### config.mk
export PLATFORM = sky130hd
export DESIGN_NAME = xto_clock_gen
export DESIGN_NICKNAME = d
export VERILOG_FILES = /design/src/core/xto_clock_pkg.sv /design/src/core/xto_clock_gen.sv
export VERILOG_INCLUDE_DIRS = /design/src /design/src/core
export SDC_FILE = /design/constraint.sdc
export NUM_CORES = 1
export LEC_CHECK = 0
export ABC_CLOCK_PERIOD_IN_PS = 3600
export BUFFER_PORTS_ARGS = -buffer_cell sky130_fd_sc_hd__buf_2
export CORE_MARGIN = 3
export CORE_UTILIZATION = 39
export CTS_BUF_LIST = sky130_fd_sc_hd__clkbuf_4 sky130_fd_sc_hd__clkbuf_8
export CTS_CLUSTER_SIZE = 25
export DETAILED_ROUTE_END_ITERATION = 7
export SLEW_MARGIN = 20
export SYNTH_ARGS = -nofsm -noshare
export SYNTH_HDL_FRONTEND = slang
export SYNTH_SLANG_ARGS = --single-unit
export TNS_END_PERCENT = 10
### constraint.sdc
create_clock -name clk_in -period 3.6 [get_ports clk_in]
set_input_delay 0.18 -clock clk_in [delete_from_list [all_inputs] [get_ports clk_in]]
set_output_delay 0.18 -clock clk_in [all_outputs]
set_load 0.01 [all_outputs]
### src/core/xto_clock_consts.svh
// Constants of the crystal clock divider and gating block
`ifndef XTO_CLOCK_CONSTS_SVH
`define XTO_CLOCK_CONSTS_SVH
`define XTO_PER_CLK      2
`define CLKOUT_DIV       3
`define DCLK_DIV         16
`define CLKOUT_HALF      3'h3
`define CLKOUT_LAST      3'h5
`define DCLK_LAST        5'h1F
`define ADR_CTRL         8'h00
`define ADR_SYNTH_FREQUENCY_WORD_LO      8'h04
`define ADR_SYNTH_FREQUENCY_WORD_HI      8'h08
`define ADR_LIMIT        8'h0C
`define ADR_STATUS       8'h10
`define CTRL_PERMIT      0
`define CTRL_REQUEST     1
`define CTRL_BAND        2
`define CTRL_RMODE       3
`define CTRL_BR_LO       4
`define CTRL_BR_HI       5
`define ST_OSC_OK        0
`define ST_SWITCH_ON     1
`define ST_BUTTON        2
`define ST_CLK_RUN       3
`define ST_SUPPLY_OK     4
`define RST_PERMIT       1'b1
`define RST_REQUEST      1'b1
`define RST_SYNTH_FREQUENCY_WORD_LO      8'hFF
`define RST_SYNTH_FREQUENCY_WORD_HI      5'h0F
`define RST_LIMIT        8'h01
`define SYNTH_FREQUENCY_WORD_MODE0_BASE  2'h3
`define SYNTH_FREQUENCY_WORD_MODE0_MIN   13'h0C00
`define SYNTH_FREQUENCY_WORD_MODE0_MAX   13'h0FFF
`define BR_SHIFT_MAX     2'h3
`endif

### src/core/xto_clock_pkg.sv
// Types of the crystal clock divider and gating block
package xto_clock_pkg;
  typedef logic [12:0] synth_frequency_word_word_t;
  typedef struct packed {
    logic        ack;
    logic [31:0] rdata;
    logic        permit;
    logic        request;
    logic        band;
    logic        rmode;
    logic [1:0]  bit_rate_range_select;
    logic [7:0]  synth_frequency_word_lo;
    logic [4:0]  synth_frequency_word_hi;
    logic [7:0]  xlim;
    logic        sw_flag;
    logic        btn_flag;
    logic        wake;
    logic        run;
    logic        clk_o;
    logic [2:0]  div_cnt;
    logic [4:0]  dclk_cnt;
    logic        dclk_tick;
    logic [10:0] bit_cnt;
    logic        bit_tick;
    logic        irq;
    logic        cap_off;
    logic        amp_s1;
    logic        amp_s2;
    logic        sup_s1;
    logic        sup_s2;
    logic        sw_s1;
    logic        sw_s2;
    logic        sw_s3;
    logic        btn_s1;
    logic        btn_s2;
    logic        btn_s3;
  } clk_state_s;
endpackage

### src/core/xto_clock_gen.sv
// Crystal clock divider, controller clock gating and bit timing
//
// Chosen here: the register offsets and the Wishbone interface to the registers.
`timescale 1ns/1ps
`include "xto_clock_consts.svh"
module xto_clock_gen (
  input  wire logic                     clk_in,
  input  wire logic                     sys_rst_in,
  input  wire logic                     wb_cyc_in,
  input  wire logic                     wb_stb_in,
  input  wire logic                     wb_we_in,
  input  wire logic [7:0]               wb_adr_in,
  input  wire logic [3:0]               wb_sel_in,
  input  wire logic [31:0]              wb_dat_in,
  output      logic [31:0]              wb_dat_out,
  output      logic                     wb_ack_out,
  input  wire logic                     amplitude_ok_in,
  input  wire logic                     supply_ok_in,
  input  wire logic                     switch_on_input_in,
  input  wire logic                     push_button_wake_pin_n_in,
  input  wire logic                     bit_check_ok_in,
  input  wire logic                     low_power_mode_in,
  output      logic                     mcu_clk_out,
  output      logic                     oscillator_ok_flag_out,
  output      logic                     switch_on_flag_out,
  output      logic                     switch_on_irq_out,
  output      logic                     dclk_tick_out,
  output      logic                     bit_tick_out,
  output      logic                     cap_partial_off_out,
  output      logic                     band_select_bit_out,
  output      xto_clock_pkg::synth_frequency_word_word_t synth_frequency_word_out
);
  import xto_clock_pkg::*;

  clk_state_s st;
  clk_state_s next_st;
  logic       gate;
  logic       wr;
  logic       btn_event;
  logic       sw_event;
  logic [10:0] target;

  function automatic logic [10:0] bit_target(input logic [7:0] lim,
                                             input logic [1:0] rng);
    logic [7:0] l;
    l = (lim == 8'h00) ? 8'h01 : lim;
    bit_target = {3'h0, l} << (`BR_SHIFT_MAX - rng);
  endfunction

  function automatic synth_frequency_word_word_t synth_frequency_word_word(input logic [7:0] lo,
                                           input logic [4:0] hi,
                                           input logic       mode);
    if (mode)
      synth_frequency_word_word = {hi, lo};
    else
      synth_frequency_word_word = {1'b0, `SYNTH_FREQUENCY_WORD_MODE0_BASE, hi[1:0], lo};
  endfunction

  always_comb begin
    next_st = st;
    next_st.amp_s1 = amplitude_ok_in;
    next_st.amp_s2 = st.amp_s1;
    next_st.sup_s1 = supply_ok_in;
    next_st.sup_s2 = st.sup_s1;
    next_st.sw_s1  = switch_on_input_in;
    next_st.sw_s2  = st.sw_s1;
    next_st.sw_s3  = st.sw_s2;
    next_st.btn_s1 = push_button_wake_pin_n_in;
    next_st.btn_s2 = st.btn_s1;
    next_st.btn_s3 = st.btn_s2;
    sw_event  = st.sw_s2 && !st.sw_s3;
    btn_event = !st.btn_s2 && st.btn_s3;
    // Bus slave: one wait state, write lands on the acknowledged edge
    next_st.ack = wb_cyc_in && wb_stb_in && !st.ack;
    wr  = st.ack && wb_we_in && wb_sel_in[0];
    next_st.rdata = 32'h0000_0000;
    case (wb_adr_in)
      `ADR_CTRL: begin
        next_st.rdata[`CTRL_PERMIT]  = st.permit;
        next_st.rdata[`CTRL_REQUEST] = st.request;
        next_st.rdata[`CTRL_BAND]    = st.band;
        next_st.rdata[`CTRL_RMODE]   = st.rmode;
        next_st.rdata[`CTRL_BR_HI:`CTRL_BR_LO] = st.bit_rate_range_select;
      end
      `ADR_SYNTH_FREQUENCY_WORD_LO: next_st.rdata[7:0] = st.synth_frequency_word_lo;
      `ADR_SYNTH_FREQUENCY_WORD_HI: next_st.rdata[4:0] = st.synth_frequency_word_hi;
      `ADR_LIMIT:   next_st.rdata[7:0] = st.xlim;
      `ADR_STATUS: begin
        next_st.rdata[`ST_OSC_OK]    = st.amp_s2;
        next_st.rdata[`ST_SWITCH_ON] = st.sw_flag;
        next_st.rdata[`ST_BUTTON]    = st.btn_flag;
        next_st.rdata[`ST_CLK_RUN]   = st.run;
        next_st.rdata[`ST_SUPPLY_OK] = st.sup_s2;
      end
      default: next_st.rdata = 32'h0000_0000;
    endcase
    if (!next_st.ack)
      next_st.rdata = st.rdata;
    if (wr) begin
      case (wb_adr_in)
        `ADR_CTRL: begin
          next_st.permit   = wb_dat_in[`CTRL_PERMIT];
          next_st.request  = wb_dat_in[`CTRL_REQUEST];
          next_st.band     = wb_dat_in[`CTRL_BAND];
          next_st.rmode    = wb_dat_in[`CTRL_RMODE];
          next_st.bit_rate_range_select = wb_dat_in[`CTRL_BR_HI:`CTRL_BR_LO];
        end
        `ADR_SYNTH_FREQUENCY_WORD_LO: next_st.synth_frequency_word_lo = wb_dat_in[7:0];
        `ADR_SYNTH_FREQUENCY_WORD_HI: next_st.synth_frequency_word_hi = wb_dat_in[4:0];
        `ADR_LIMIT:   next_st.xlim    = wb_dat_in[7:0];
        `ADR_STATUS: begin
          if (wb_dat_in[`ST_SWITCH_ON])
            next_st.sw_flag = 1'b0;
          if (wb_dat_in[`ST_BUTTON])
            next_st.btn_flag = 1'b0;
        end
        default: ;
      endcase
    end
    // Switch-on flags, set wins over a clear in the same cycle
    if (sw_event)
      next_st.sw_flag = 1'b1;
    if (btn_event)
      next_st.btn_flag = 1'b1;
    next_st.irq = sw_event || btn_event;
    // Wake latch for the controller clock
    if (!st.request)
      next_st.wake = 1'b0;
    else if (bit_check_ok_in || btn_event || st.sw_flag)
      next_st.wake = 1'b1;
    gate = st.permit && st.request && st.wake
           && st.amp_s2 && st.sup_s2;
    // Divide by three of the crystal, equal halves
    if (st.div_cnt == `CLKOUT_LAST) begin
      next_st.div_cnt = 3'h0;
      next_st.run     = gate;
    end else begin
      next_st.div_cnt = st.div_cnt + 3'h1;
    end
    next_st.clk_o = next_st.run && (next_st.div_cnt < `CLKOUT_HALF);
    // Digital clock and bit timing
    next_st.dclk_cnt  = st.dclk_cnt + 5'h01;
    next_st.dclk_tick = (st.dclk_cnt == `DCLK_LAST);
    next_st.bit_tick  = 1'b0;
    target = bit_target(st.xlim, st.bit_rate_range_select);
    if (st.dclk_tick) begin
      if (st.bit_cnt + 11'h001 >= target) begin
        next_st.bit_cnt  = 11'h000;
        next_st.bit_tick = 1'b1;
      end else begin
        next_st.bit_cnt = st.bit_cnt + 11'h001;
      end
    end
    next_st.cap_off = low_power_mode_in;
  end

  always_ff @(posedge clk_in) begin
    if (sys_rst_in) begin
      st          <= '0;
      st.permit   <= `RST_PERMIT;
      st.request  <= `RST_REQUEST;
      st.synth_frequency_word_lo  <= `RST_SYNTH_FREQUENCY_WORD_LO;
      st.synth_frequency_word_hi  <= `RST_SYNTH_FREQUENCY_WORD_HI;
      st.xlim     <= `RST_LIMIT;
      st.btn_s1   <= 1'b1;
      st.btn_s2   <= 1'b1;
      st.btn_s3   <= 1'b1;
    end else begin
      st <= next_st;
    end
  end

  assign wb_ack_out             = st.ack;
  assign wb_dat_out             = st.rdata;
  assign mcu_clk_out            = st.clk_o;
  assign oscillator_ok_flag_out = st.amp_s2;
  assign switch_on_flag_out     = st.sw_flag;
  assign switch_on_irq_out      = st.irq;
  assign dclk_tick_out          = st.dclk_tick;
  assign bit_tick_out           = st.bit_tick;
  assign cap_partial_off_out    = st.cap_off;
  assign band_select_bit_out    = st.band;
  assign synth_frequency_word_out =
    synth_frequency_word_word(st.synth_frequency_word_lo, st.synth_frequency_word_hi, st.rmode);

  // Helper: dclk ticks since the last bit tick, valid while config holds
  logic [10:0] h_cnt;
  logic        h_ok;
  logic [10:0] h_tgt;
  always_ff @(posedge clk_in) begin
    if (sys_rst_in) begin
      h_cnt <= 11'h000;
      h_ok  <= 1'b0;
      h_tgt <= 11'h000;
    end else begin
      h_tgt <= target;
      if (bit_tick_out)
        h_cnt <= 11'h000;
      else if (dclk_tick_out)
        h_cnt <= h_cnt + 11'h001;
      if (target != h_tgt)
        h_ok <= 1'b0;
      else if (bit_tick_out)
        h_ok <= 1'b1;
    end
  end

  a_clk_high_len: assert property (
    @(posedge clk_in) disable iff (sys_rst_in)
    $rose(mcu_clk_out) |=> mcu_clk_out [*2] ##1 !mcu_clk_out)
    else $error("controller clock high phase wrong");
  a_clk_low_len: assert property (
    @(posedge clk_in) disable iff (sys_rst_in)
    $fell(mcu_clk_out) |-> !mcu_clk_out [*3])
    else $error("controller clock low phase truncated");
  a_permit_off: assert property (
    @(posedge clk_in) disable iff (sys_rst_in)
    !st.permit [*4] |-> !mcu_clk_out)
    else $error("clock runs with permit cleared");
  a_request_off: assert property (
    @(posedge clk_in) disable iff (sys_rst_in)
    !st.request [*4] |-> !mcu_clk_out)
    else $error("clock runs with request cleared");
  a_wake_set: assert property (
    @(posedge clk_in) disable iff (sys_rst_in)
    st.request && bit_check_ok_in |=> st.wake)
    else $error("bit check did not wake clock");
  a_osc_ok: assert property (
    @(posedge clk_in) disable iff (sys_rst_in)
    $rose(oscillator_ok_flag_out) |-> $past(amplitude_ok_in, 2))
    else $error("oscillator ok without amplitude");
  a_clk_start: assert property (
    @(posedge clk_in) disable iff (sys_rst_in)
    $rose(mcu_clk_out) |-> $past(oscillator_ok_flag_out)
      && $past(st.sup_s2) && $past(st.permit))
    else $error("clock started without qualification");
  a_dclk_period: assert property (
    @(posedge clk_in) disable iff (sys_rst_in)
    dclk_tick_out |=> !dclk_tick_out ##31 dclk_tick_out)
    else $error("digital clock period wrong");
  a_bit_period: assert property (
    @(posedge clk_in) disable iff (sys_rst_in)
    bit_tick_out && h_ok && target == h_tgt |-> h_cnt == target)
    else $error("bit period wrong");
  a_cap_off: assert property (
    @(posedge clk_in) disable iff (sys_rst_in)
    low_power_mode_in |=> cap_partial_off_out)
    else $error("loads not reduced in low power");
  a_synth_frequency_word_range: assert property (
    @(posedge clk_in) disable iff (sys_rst_in)
    !st.rmode |-> synth_frequency_word_out >= `SYNTH_FREQUENCY_WORD_MODE0_MIN
      && synth_frequency_word_out <= `SYNTH_FREQUENCY_WORD_MODE0_MAX)
    else $error("frequency word outside mode range");
  a_switch_flag: assert property (
    @(posedge clk_in) disable iff (sys_rst_in)
    st.sw_s2 && !st.sw_s3 |=> switch_on_flag_out && switch_on_irq_out)
    else $error("switch-on not flagged");
  a_button_wake: assert property (
    @(posedge clk_in) disable iff (sys_rst_in)
    st.request && !st.btn_s2 && st.btn_s3 |=> st.wake)
    else $error("button did not wake clock");
  a_switch_wake: assert property (
    @(posedge clk_in) disable iff (sys_rst_in)
    st.request && st.sw_flag |=> st.wake)
    else $error("switch-on flag did not wake clock");
  a_wake_clear: assert property (
    @(posedge clk_in) disable iff (sys_rst_in)
    !st.request |=> !st.wake)
    else $error("wake held with request cleared");
  a_button_flag: assert property (
    @(posedge clk_in) disable iff (sys_rst_in)
    !st.btn_s2 && st.btn_s3 |=> st.btn_flag && switch_on_irq_out)
    else $error("button switch-on not flagged");
  a_irq_cause: assert property (
    @(posedge clk_in) disable iff (sys_rst_in)
    switch_on_irq_out |-> $past(sw_event) || $past(btn_event))
    else $error("switch-on interrupt without event");
  a_rest_low: assert property (
    @(posedge clk_in) disable iff (sys_rst_in)
    !st.run |-> !mcu_clk_out)
    else $error("controller clock not resting low");
  a_run_start: assert property (
    @(posedge clk_in) disable iff (sys_rst_in)
    $rose(st.run) |-> $past(st.wake) && $past(st.amp_s2)
      && $past(st.sup_s2))
    else $error("clock run started without wake or supply");
  a_permit_stop: assert property (
    @(posedge clk_in) disable iff (sys_rst_in)
    !st.permit && st.div_cnt == `CLKOUT_LAST |=> !st.run)
    else $error("clock run kept with permit cleared");
  a_request_stop: assert property (
    @(posedge clk_in) disable iff (sys_rst_in)
    !st.request && st.div_cnt == `CLKOUT_LAST |=> !st.run)
    else $error("clock run kept with request cleared");
  a_bit_after_dclk: assert property (
    @(posedge clk_in) disable iff (sys_rst_in)
    bit_tick_out |-> $past(dclk_tick_out))
    else $error("bit tick not on digital clock");
  a_synth_frequency_word_mode1: assert property (
    @(posedge clk_in) disable iff (sys_rst_in)
    st.rmode |-> synth_frequency_word_out == {st.synth_frequency_word_hi, st.synth_frequency_word_lo})
    else $error("full range frequency word wrong");
  a_cap_on: assert property (
    @(posedge clk_in) disable iff (sys_rst_in)
    !low_power_mode_in |=> !cap_partial_off_out)
    else $error("loads reduced outside low power");
  a_osc_low: assert property (
    @(posedge clk_in) disable iff (sys_rst_in)
    !amplitude_ok_in |-> ##2 !oscillator_ok_flag_out)
    else $error("oscillator ok without amplitude held");
endmodule // xto_clock_gen

# [Word level (Yosys, flattened, before mapping)]
# Index checks and enable logic that the tools add are counted.
[word_totals] register_bits=74 elab_cells=95 inputBits=55 out_inout_bits=54
[op_classes] n_reduce_logical=33 bitwise_logic=2 add_sub_neg=4 n_eq_ne=6 magnitude_cmp=2 n_mux=15 shifts=1
[op_table] cell="$pmux W5 S5" n=1
[op_table] cell="$eq A8 B4 Y1 const B" n=2
[op_table] cell="$logic_not A8 Y1" n=2
[op_table] cell="$mux W13" n=1
[op_table] cell="$reduce_bool A2 Y1" n=6
[op_table] cell="$add A11 B1 Y11 const B" n=1
[op_table] cell="$ge A11 B11 Y1" n=1
[op_table] cell="$logic_and A1 B1 Y1" n=11
[op_table] cell="$mux W11" n=1
[op_table] cell="$shl A8 B2 Y11" n=1
[op_table] cell="$eq A8 B3 Y1 const B" n=1
[op_table] cell="$eq A8 B5 Y1 const B" n=1
[op_table] cell="$mux W8" n=1
[op_table] cell="$reduce_and A2 Y1" n=4
[op_table] cell="$mux W1" n=6
[op_table] cell="$reduce_and A3 Y1" n=2
[op_table] cell="$add A5 B1 Y5 const B" n=1
[op_table] cell="$eq A5 B5 Y1 const B" n=1
[op_table] cell="$mux W2" n=2
[op_table] cell="$pmux W2 S2" n=1
[op_table] cell="$reduce_or A2 Y1" n=2
[op_table] cell="$add A3 B1 Y3 const B" n=1
[op_table] cell="$eq A3 B3 Y1 const B" n=1
[op_table] cell="$logic_not A1 Y1" n=3
[op_table] cell="6 further kinds" n=9

# [Longest topological paths before layout]
# Gate-level depths: netlist of run 1.
[logic_depth] word_depth=6 ltp_mapped=11

# [Least setup slack after synthesis of run 1]
# Ideal clock, no wire load.
[synth_path] path_type="register to register" startpoint="register st[13] (netlist bit)" endpoint="register st[20] (netlist bit)" path_slack_ns=0.817 t_arrival_ns=2.690 period_less_slack_ns=2.783 path_buffers=0 stages_incl_launch_ff=12 cell_sequence="dfxtp_1 > ha_1 > and3_1 > nand3_1 > xor2_1 > inv_1 > ha_1 > a21oi_1 > nor2_1 > a211oi_1 > o21ai_0 > o32ai_1"
[synth_between] elab_chain_cells=3
[synth_lines] item="start: declaration" line="xto_clock_gen.sv:35" rtl="clk_state_s st;"
[synth_lines] item="start signal: assignment" line="xto_clock_gen.sv:169" rtl="st <= next_st;"
[synth_lines] item="$add A11 B1 Y11 *" line="xto_clock_gen.sv:147, xto_clock_gen.sv:151"
[synth_lines] item="$ge A11 B11 Y1" line="xto_clock_gen.sv:147" rtl="if (st.bit_cnt + 11'h001 >= target) begin"
[synth_lines] item="$mux W11 *" line="xto_clock_gen.sv:147"
# Every way passes the cells marked *; elsewhere a longest branch is shown, timed or not.
# A chain may end at the register's enable or synchronous reset.

# [Final worst setup path of run 1]
[layout_path] startpoint="register st[13] (netlist bit)" endpoint="register st[22] (netlist bit)"
# The elaborated chain is that of the path after synthesis.

==> summary.txt, run 1 <==
Run status
  – Outcome: completed

Setup path
  – Worst setup path class: reg -> reg
  – Worst setup EP type: flip-flop
  – Worst path cell trace: ha_1 > and3_1 > nand3_1 > xor2_1 > inv_1 > ha_1 > a21oi_1 > nor2_1 > a211oi_1 > buf_4 > o21ai_0 > o32ai_1
  – Arrival @ worst endpoint: 3.24 ns
  – CP bufs+invs: 2
  – Crit-path slowest cell: dfxtp_1
  – Crit path max-delay family: compound AO/OA/AOI/OAI gates
  – Worst path max stage delay: 0.46 ns
  – Crit path required time: 3.84 ns
  – Crit start category: flip-flop
  – CP dominant cell by count: ha_1
  – Max FO, Critical Path: 7

Routing
  – Initial drt markers: 105
  – Total vias in the final route: 2,984
  – Post-route ant nets: 0
  – Drt drc: 0
  – Drt first pass iters: 4
  – WL per Instance: 13.6 um
  – Routed vias/inst: 4.88
  – Total wire length: 8280 um

Synth
  – Synth area leaders: dfxtp_1, buf_4, a21oi_1
  – Mean Syn Cell Area: 8.69 um^2
  – Share of the synthesized area in the top cell type: 0.383
  – Seq/Total Area, Yosys: 0.383
  – YS warnings: 0
  – Post-synth top cells: dfxtp_1, buf_4, a21oi_1, nand2_1, nor2_1
  – Netlist Area Pre-Place: 3860 um^2
  – Gate Count Post-Synth: 445
  – Post-synthesis cell type count: 46
  – Seq cells post-synth: 74
  – Number of synthesized flops with an enable pin: 0
  – Ys async rst share: 0
  – Most frequent cell after synthesis: dfxtp_1
  – Largest area contributor in the netlist: dfxtp_1
  – Ys flop type: dfxtp_1

Power
  – Lkg Pwr: 1.75 nW
  – Net Sw Frac: 0.247
  – Seq pwr share: 0.527
  – Clk pwr share: 0.404
  – PD cells: 379 nW/um^2
  – Maximum VDD drop: 0.000212 V
  – Internal power: 1.20 mW
  – Sw power: 394 uW
  – Gate power share: 0.069

Clock tree
  – CTS sink count: 74
  – Longest Clk Path Bufs: 2
  – Hold buffer count at cts: 0
  – H-tree depth: 3
  – Cts repair resizes: 0
  – Total CTS buffers: 9
  – # Post-CTS Setup Buffers: 0
  – CTS Root Cell: clkbuf_8
  – CTS clk-pin slew, worst paths: 0.08 ns
  – Clock tree from TritonCTS: yes
  – Clock latency on the worst-skew pair: 0.34 ns

STA
  – Fmax: 333 MHz
  – WHS: 0.0190 ns
  – Slew of the pin with the lowest slew margin: 0.726 ns
  – # setup viols final: 0
  – Slew Limit Headroom: 0.514
  – Final period utilization: 0.835
  – Minimum clock period: 3.01 ns
  – Clk_skew: 0.0104 ns
  – Final hold violations: 0
  – Setup_tns: 0 ns
  – Final Max Slew Viols: 0
  – Unrepaired setup endpoints after global routing: false
  – Post-route setup slack: 0.594 ns

GRT
  – Vias in the first global route: 2,751
  – Total gr overflow: 0
  – Largest net degree at the start of global routing: 44
  – First-pass GRT wire length: 13,700 um
  – Gr usage total: 0.151
  – Antenna violations before repair: 0

Floorplan
  – Ports: 109
  – DIE HEIGHT: 106 um
  – Area of the core: 9420 um^2
  – Die ar.: 11,100 um^2
  – Die Wd: 106 um
  – Row cnt: 35
  – Initial Util: 0.410

Place
  – Gpl congestion: 0.821
  – Post-DP Area: 4020 um^2
  – Detail Placement HPWL: 6060 um
  – IO Port Bufs: 57
  – Worst slack at placement: 0.584 ns

Run
  – MaxCap Viol Count: 0

Final layout
  – Final instance area: 4220 um^2
  – Diodes inserted: 0
  – Nets@finish: 546
  – Share of cells above drive strength 1: 0.201
  – P&R area growth vs syn: 9.06%

Min path
  – Hold WC Path Type: in -> reg
[state kept, by name, summed over array words and instances, names as in the netlist]
| register | flops |
|---|---|
| switch_on_flag_out | 1 |
| dclk_tick_out | 1 |
| cap_partial_off_out | 1 |
| mcu_clk_out | 1 |
| band_select_bit_out | 1 |
| st | 51 |
| wb_dat_out | 8 |
| switch_on_irq_out | 1 |
| oscillator_ok_flag_out | 1 |
| wb_ack_out | 1 |
| bit_tick_out | 1 |
| next_st | 6 |
[metrics by stage]
| step | instances | total power, mW | util |
|---|---|---|---|
| after global routing | 611 | 1.67 | 0.448 |
| final | 611 | 1.60 | 0.448 |
| after floorplan | 468 | 0.951 | - |
| after global placement | 595 | 0.968 | 0.427 |
| after detailed placement | 595 | 0.971 | 0.427 |
| after CTS | 611 | 1.62 | 0.448 |
[cell families after synthesis]
logic type / after synthesis / synth area share
muxes: 19 / 0.0670
other: 1 / 0.000970
buffers and inverters: 82 / 0.123
xor gates and xnor gates: 12 / 0.0272
adders and majority gates: 14 / 0.0453
AOI/OAI and AO/OA: 78 / 0.129
DFF: 74 / 0.383
and+or+nand+nor: 165 / 0.224
[path summary, 6_finish.rpt]
path / start / end / slack, ns / cells after the start
worst min-delay path: push_button_wake_pin_n_in / next_st[1] / 0.02 / 2
worst min register to register: next_st[1] / next_st[0] / 0.41 / 1
worst max-delay path: st[13] / st[22] / 0.59 / 12
worst max register to register: st[13] / st[22] / 0.59 / 12
[power by group through the flow]
stage / Clock (mW) / Combinational [mW] / Sequential (mW)
4_1_cts: 0.664 / 0.109 / 0.842
2_1_floorplan: 0 / 0.0899 / 0.861
3_5_place_dp: 0 / 0.109 / 0.861
3_3_place_gp: 0 / 0.107 / 0.861
5_1_grt: 0.699 / 0.123 / 0.844
6_report: 0.646 / 0.110 / 0.842
[cells in the final DEF (no fill, tap or decap), types with 2 or more instances in the layout]
cell type  netlist  final
o2111ai_1        5      5
conb_1           1     24
a31o_2           2      2
buf_4           43      3
nor3_1          11     11
inv_1           20     20
nand3b_1         3      3
dfxtp_1         74     74
nand3_1         18     18
and2_1           3      3
mux4_2           5      5
a211o_1         10     10
ha_1            14     14
or3_1            2      2
a21oi_1         37     37
a22oi_1          6      6
xor2_1           6      6
nor2_1          36     36
or2_2            3      3
nor3b_1          2      2
and3_1           6      6
a211oi_1         2      2
mux2_2           5      5
o32ai_1          4      4
nand2_1         37     37
nor4_1           2      2
xnor2_1          6      6
nand2b_1        19     19
nor2b_1         15     15
mux2i_1          9      9
clkinv_2         0      2
buf_2            0     57
clkbuf_8         0      9
o21ai_0          8      8
[routing by layer]
| metal | GRT usage | vias up | share of wire |
|---|---|---|---|
| li1 | - | 1538 | - |
| met1 | 0.222 | 1364 | 0.49 |
| met2 | 0.215 | 73 | 0.45 |
| met3 | 0.0312 | 9 | 0.047 |
| met4 | 0.0546 | 0 | 0.012 |
| met5 | 0 | - | 0 |
[area by class of cell]
type,instances,area [um^2]
clock buffers,10,131
fillers,955,5200
clock inverters,6,65.1
inverters,20,75.1
multi-input cells,312,1990
flip-flops and latches,74,1480
well taps,129,161
repair buffers,60,308
[worst reg2reg max path, delay by kind of cell (launching register included)]
| family | cells | cell delay [ns] |
|---|---|---|
| AOI/OAI and AO/OA | 4 | 0.95 |
| xor gates and xnor gates | 1 | 0.23 |
| adders and majority gates | 2 | 0.61 |
| buffers and inverters | 2 | 0.28 |
| DFF | 1 | 0.46 |
| and+or+nand+nor | 3 | 0.38 |
(Power assumes the default switching activity.)
==> run 2, diff against run 1 <==
ABC_CLOCK_PERIOD_IN_PS = 3100   (was 3600)
clock period = 3.1 ns   (was 3.6 ns; I/O delays follow)
==> run 2 against run 1 <==
  * Combinational power up 19%
  * Count of clock-buffer cells in the layout unchanged
  * Core utilization up 0.43 points
  * Wire length up 0.12%
  * Sequential cell count unchanged
  * Sequential power up 16%
  * Critical path depth unchanged
  * Critical path type unchanged
  * Largest cell class unchanged
  * Highest routed layer unchanged
==> summary.txt, run 2 (synthesized netlist as in run 1, its figures left out) <==
Run status
  – Outcome: completed

Setup path
  – Crit start category: flip-flop
  – Crit path max-delay family: compound AO/OA/AOI/OAI gates
  – Arrival @ worst endpoint: 2.96 ns (-0.28 ns)
  – Worst Setup SP: st[14]
  – Crit path required time: 3.34 ns (-0.50 ns)
  – Worst path cell trace: ha_1 > and3_1 > nand3_1 > xor2_1 > inv_1 > ha_1 > a21oi_1 > nor2_1 > a211oi_1 > o21ai_0 > buf_4 > o32ai_1
  – Worst path max stage delay: 0.40 ns (-0.06 ns)
  – Worst setup path class: reg -> reg
  – Reg2reg start: st[14]
  – Max FO, Critical Path: 6 (-1)
  – CP dominant cell by count: ha_1
  – CP bufs+invs: 2 (unchanged)
  – Crit-path slowest cell: dfxtp_1
  – Worst setup EP type: flip-flop

Floorplan
  – Row cnt: 35 (unchanged)
  – Initial Util: 0.410 (unchanged)
  – Area of the core: 9420 um^2 (unchanged)
  – Die Wd: 106 um (unchanged)
  – Die ar.: 11,100 um^2 (unchanged)
  – Ports: 109 (unchanged)
  – DIE HEIGHT: 106 um (unchanged)

STA
  – Slew of the pin with the lowest slew margin: 0.843 ns (+0.117 ns)
  – Setup_tns: 0 ns (unchanged)
  – Post-route setup slack: 0.384 ns (-0.210 ns)
  – Clk_skew: 0.00754 ns (-0.00286 ns)
  – Final period utilization: 0.876 (+0.0411)
  – # setup viols final: 0 (unchanged)
  – Fmax: 368 MHz (+11%)
  – Final hold violations: 0 (unchanged)
  – Minimum clock period: 2.72 ns (-0.290 ns)
  – Final Max Slew Viols: 0 (unchanged)
  – Unrepaired setup endpoints after global routing: false
  – Slew Limit Headroom: 0.438 (-0.0765)

Routing
  – WL per Instance: 13.5 um (-0.69%)
  – Total wire length: 8290 um (+0.12%)
  – Routed vias/inst: 4.88 (-0.15%)
  – Initial drt markers: 165 (+57%)
  – Total vias in the final route: 3,004 (+0.67%)
  – Post-route ant nets: 0 (unchanged)
  – Drt first pass iters: 4 (unchanged)
  – Drt drc: 0 (unchanged)

Final layout
  – Share of cells above drive strength 1: 0.207 (+0.00615)
  – Max FFs per register: 51 (unchanged)
  – Nets@finish: 551 (+0.92%)
  – Final Non-Filler Cells: 616 (+0.82%)
  – Commonest non-fill, non-tap cell in the layout: dfxtp_1
  – FF/Latch Area: 1480 um^2 (unchanged)
  – Final instance area: 4260 um^2 (+0.95%)
  – Diodes inserted: 0 (unchanged)
  – Multi-input gate area: 1990 um^2 (unchanged)
  – # fillers: 942 (-1.4%)
  – P&R area growth vs syn: 10.1%
  – Commonest cells after routing, fill and taps aside: dfxtp_1, buf_2, nand2_1, a21oi_1, nor2_1
  – Most flop-heavy register: st

Power
  – PD cells: 438 nW/um^2 (+16%)
  – Lkg Pwr: 1.78 nW (+1.4%)
  – Maximum VDD drop: 0.000248 V (+17%)

Min path
  – Hold_sp: switch_on_input_in
  – Hold WC Path Type: in -> reg

Place
  – DP Cell Count: 599 (+0.67%)
  – Detail Placement HPWL: 6130 um (+1.1%)
  – Gpl congestion: 0.805 (-2.0%)
  – Worst slack at placement: 0.446 ns (-0.137 ns)
  – IO Port Bufs: 57 (unchanged)
  – Post-DP Area: 4050 um^2 (+0.75%)

GRT
  – Gr usage total: 0.148 (-0.00269)
  – Met1 GRT Util: 0.210 (-0.0125)
  – Antenna violations before repair: 0 (unchanged)
  – Total gr overflow: 0 (unchanged)
  – First-pass GRT wire length: 13,400 um (-2.1%)
  – Most used routing layer: met2
  – Global Route met2 Usage: 0.227 (+0.0118)
  – Vias in the first global route: 2,728 (-0.84%)
  – Largest net degree at the start of global routing: 49 (+11%)
  – M3 GR Usage: 0.0257 (-0.00551)

Clock tree
  – Total CTS buffers: 9 (unchanged)
  – Longest Clk Path Bufs: 2 (unchanged)
  – CTS clk-pin slew, worst paths: 0.08 ns (about the same)
  – Cts repair resizes: 0 (unchanged)
  – H-tree depth: 3 (unchanged)
  – # Post-CTS Setup Buffers: 0 (unchanged)
  – Clock tree from TritonCTS: yes
  – CTS Root Cell: clkbuf_8
  – CTS sink count: 74 (unchanged)
  – Clock latency on the worst-skew pair: 0.34 ns (about the same)

Run
  – MaxCap Viol Count: 0 (unchanged)
-- run 2: changes by cell type in the layout (fill, tap and decap cells not counted), sizes merged --
| cell | change |
|---|---|
| dlygate4sd3 | +1 |
| inv | +1 |
| clkinv | -1 |
| buf | +4 |
-- run 2: worst paths after layout --
check               endpoint  slack, ns  depth (start not counted)
setup / recovery      st[21]       0.38                         12
hold / removal    next_st[4]       0.01                          2
setup reg to reg      st[21]       0.38                         12
hold reg to reg   next_st[0]       0.41                          1
-- run 2: timing repair --
action,CTS,global route
endpoints found under the hold margin,1,0
endpoints found under the setup margin,0,0
hold buffers,1,0
-- run 2: final cells by class --
cell class	count	share of cell area
clock buffer	10	0.0309
multi-input combinational	312	0.468
sequential	74	0.348
inverter	20	0.0176
timing repair buffer	65	0.0817
tap	129	0.0379
clock inverter	6	0.0153
-- run 2: metal layers --
| metal | vias up | routed length [um] |
|---|---|---|
| met1 | 1384 | 4080 |
| met2 | 73 | 3720 |
| met3 | 10 | 385 |
| li1 | 1537 | - |
| met5 | - | 0 |
| met4 | 0 | 110 |
-- run 2: worst reg2reg max path: cells and delay by family, from the launching register on --
kind / cells / cell delay (ns)
XOR/XNOR: 1 / 0.20
AO/OA/AOI/OAI: 4 / 0.81
flip-flops: 1 / 0.40
buffers and inverters: 2 / 0.24
adder cells (fa/ha/maj): 2 / 0.59
AND/OR/NAND/NOR: 3 / 0.38
-- run 2: power breakdown --
part | internal, mW | leakage [nW] | switching (mW)
Combinational | 0.0520 | 1.08 | 0.0794
Clock | 0.384 | 0.100 | 0.371
Sequential | 0.967 | 0.601 | 0.0115
-- run 2: metrics by stage --
step	utilization	total power, mW	hold slack (ns)
6_report	0.452	1.86	0.0119
5_1_grt	0.452	1.94	0.0194
4_1_cts	0.452	1.89	0.00345
3_5_place_dp	0.430	1.13	0.345
3_3_place_gp	0.430	1.13	0.340
2_1_floorplan	-	1.10	0.259
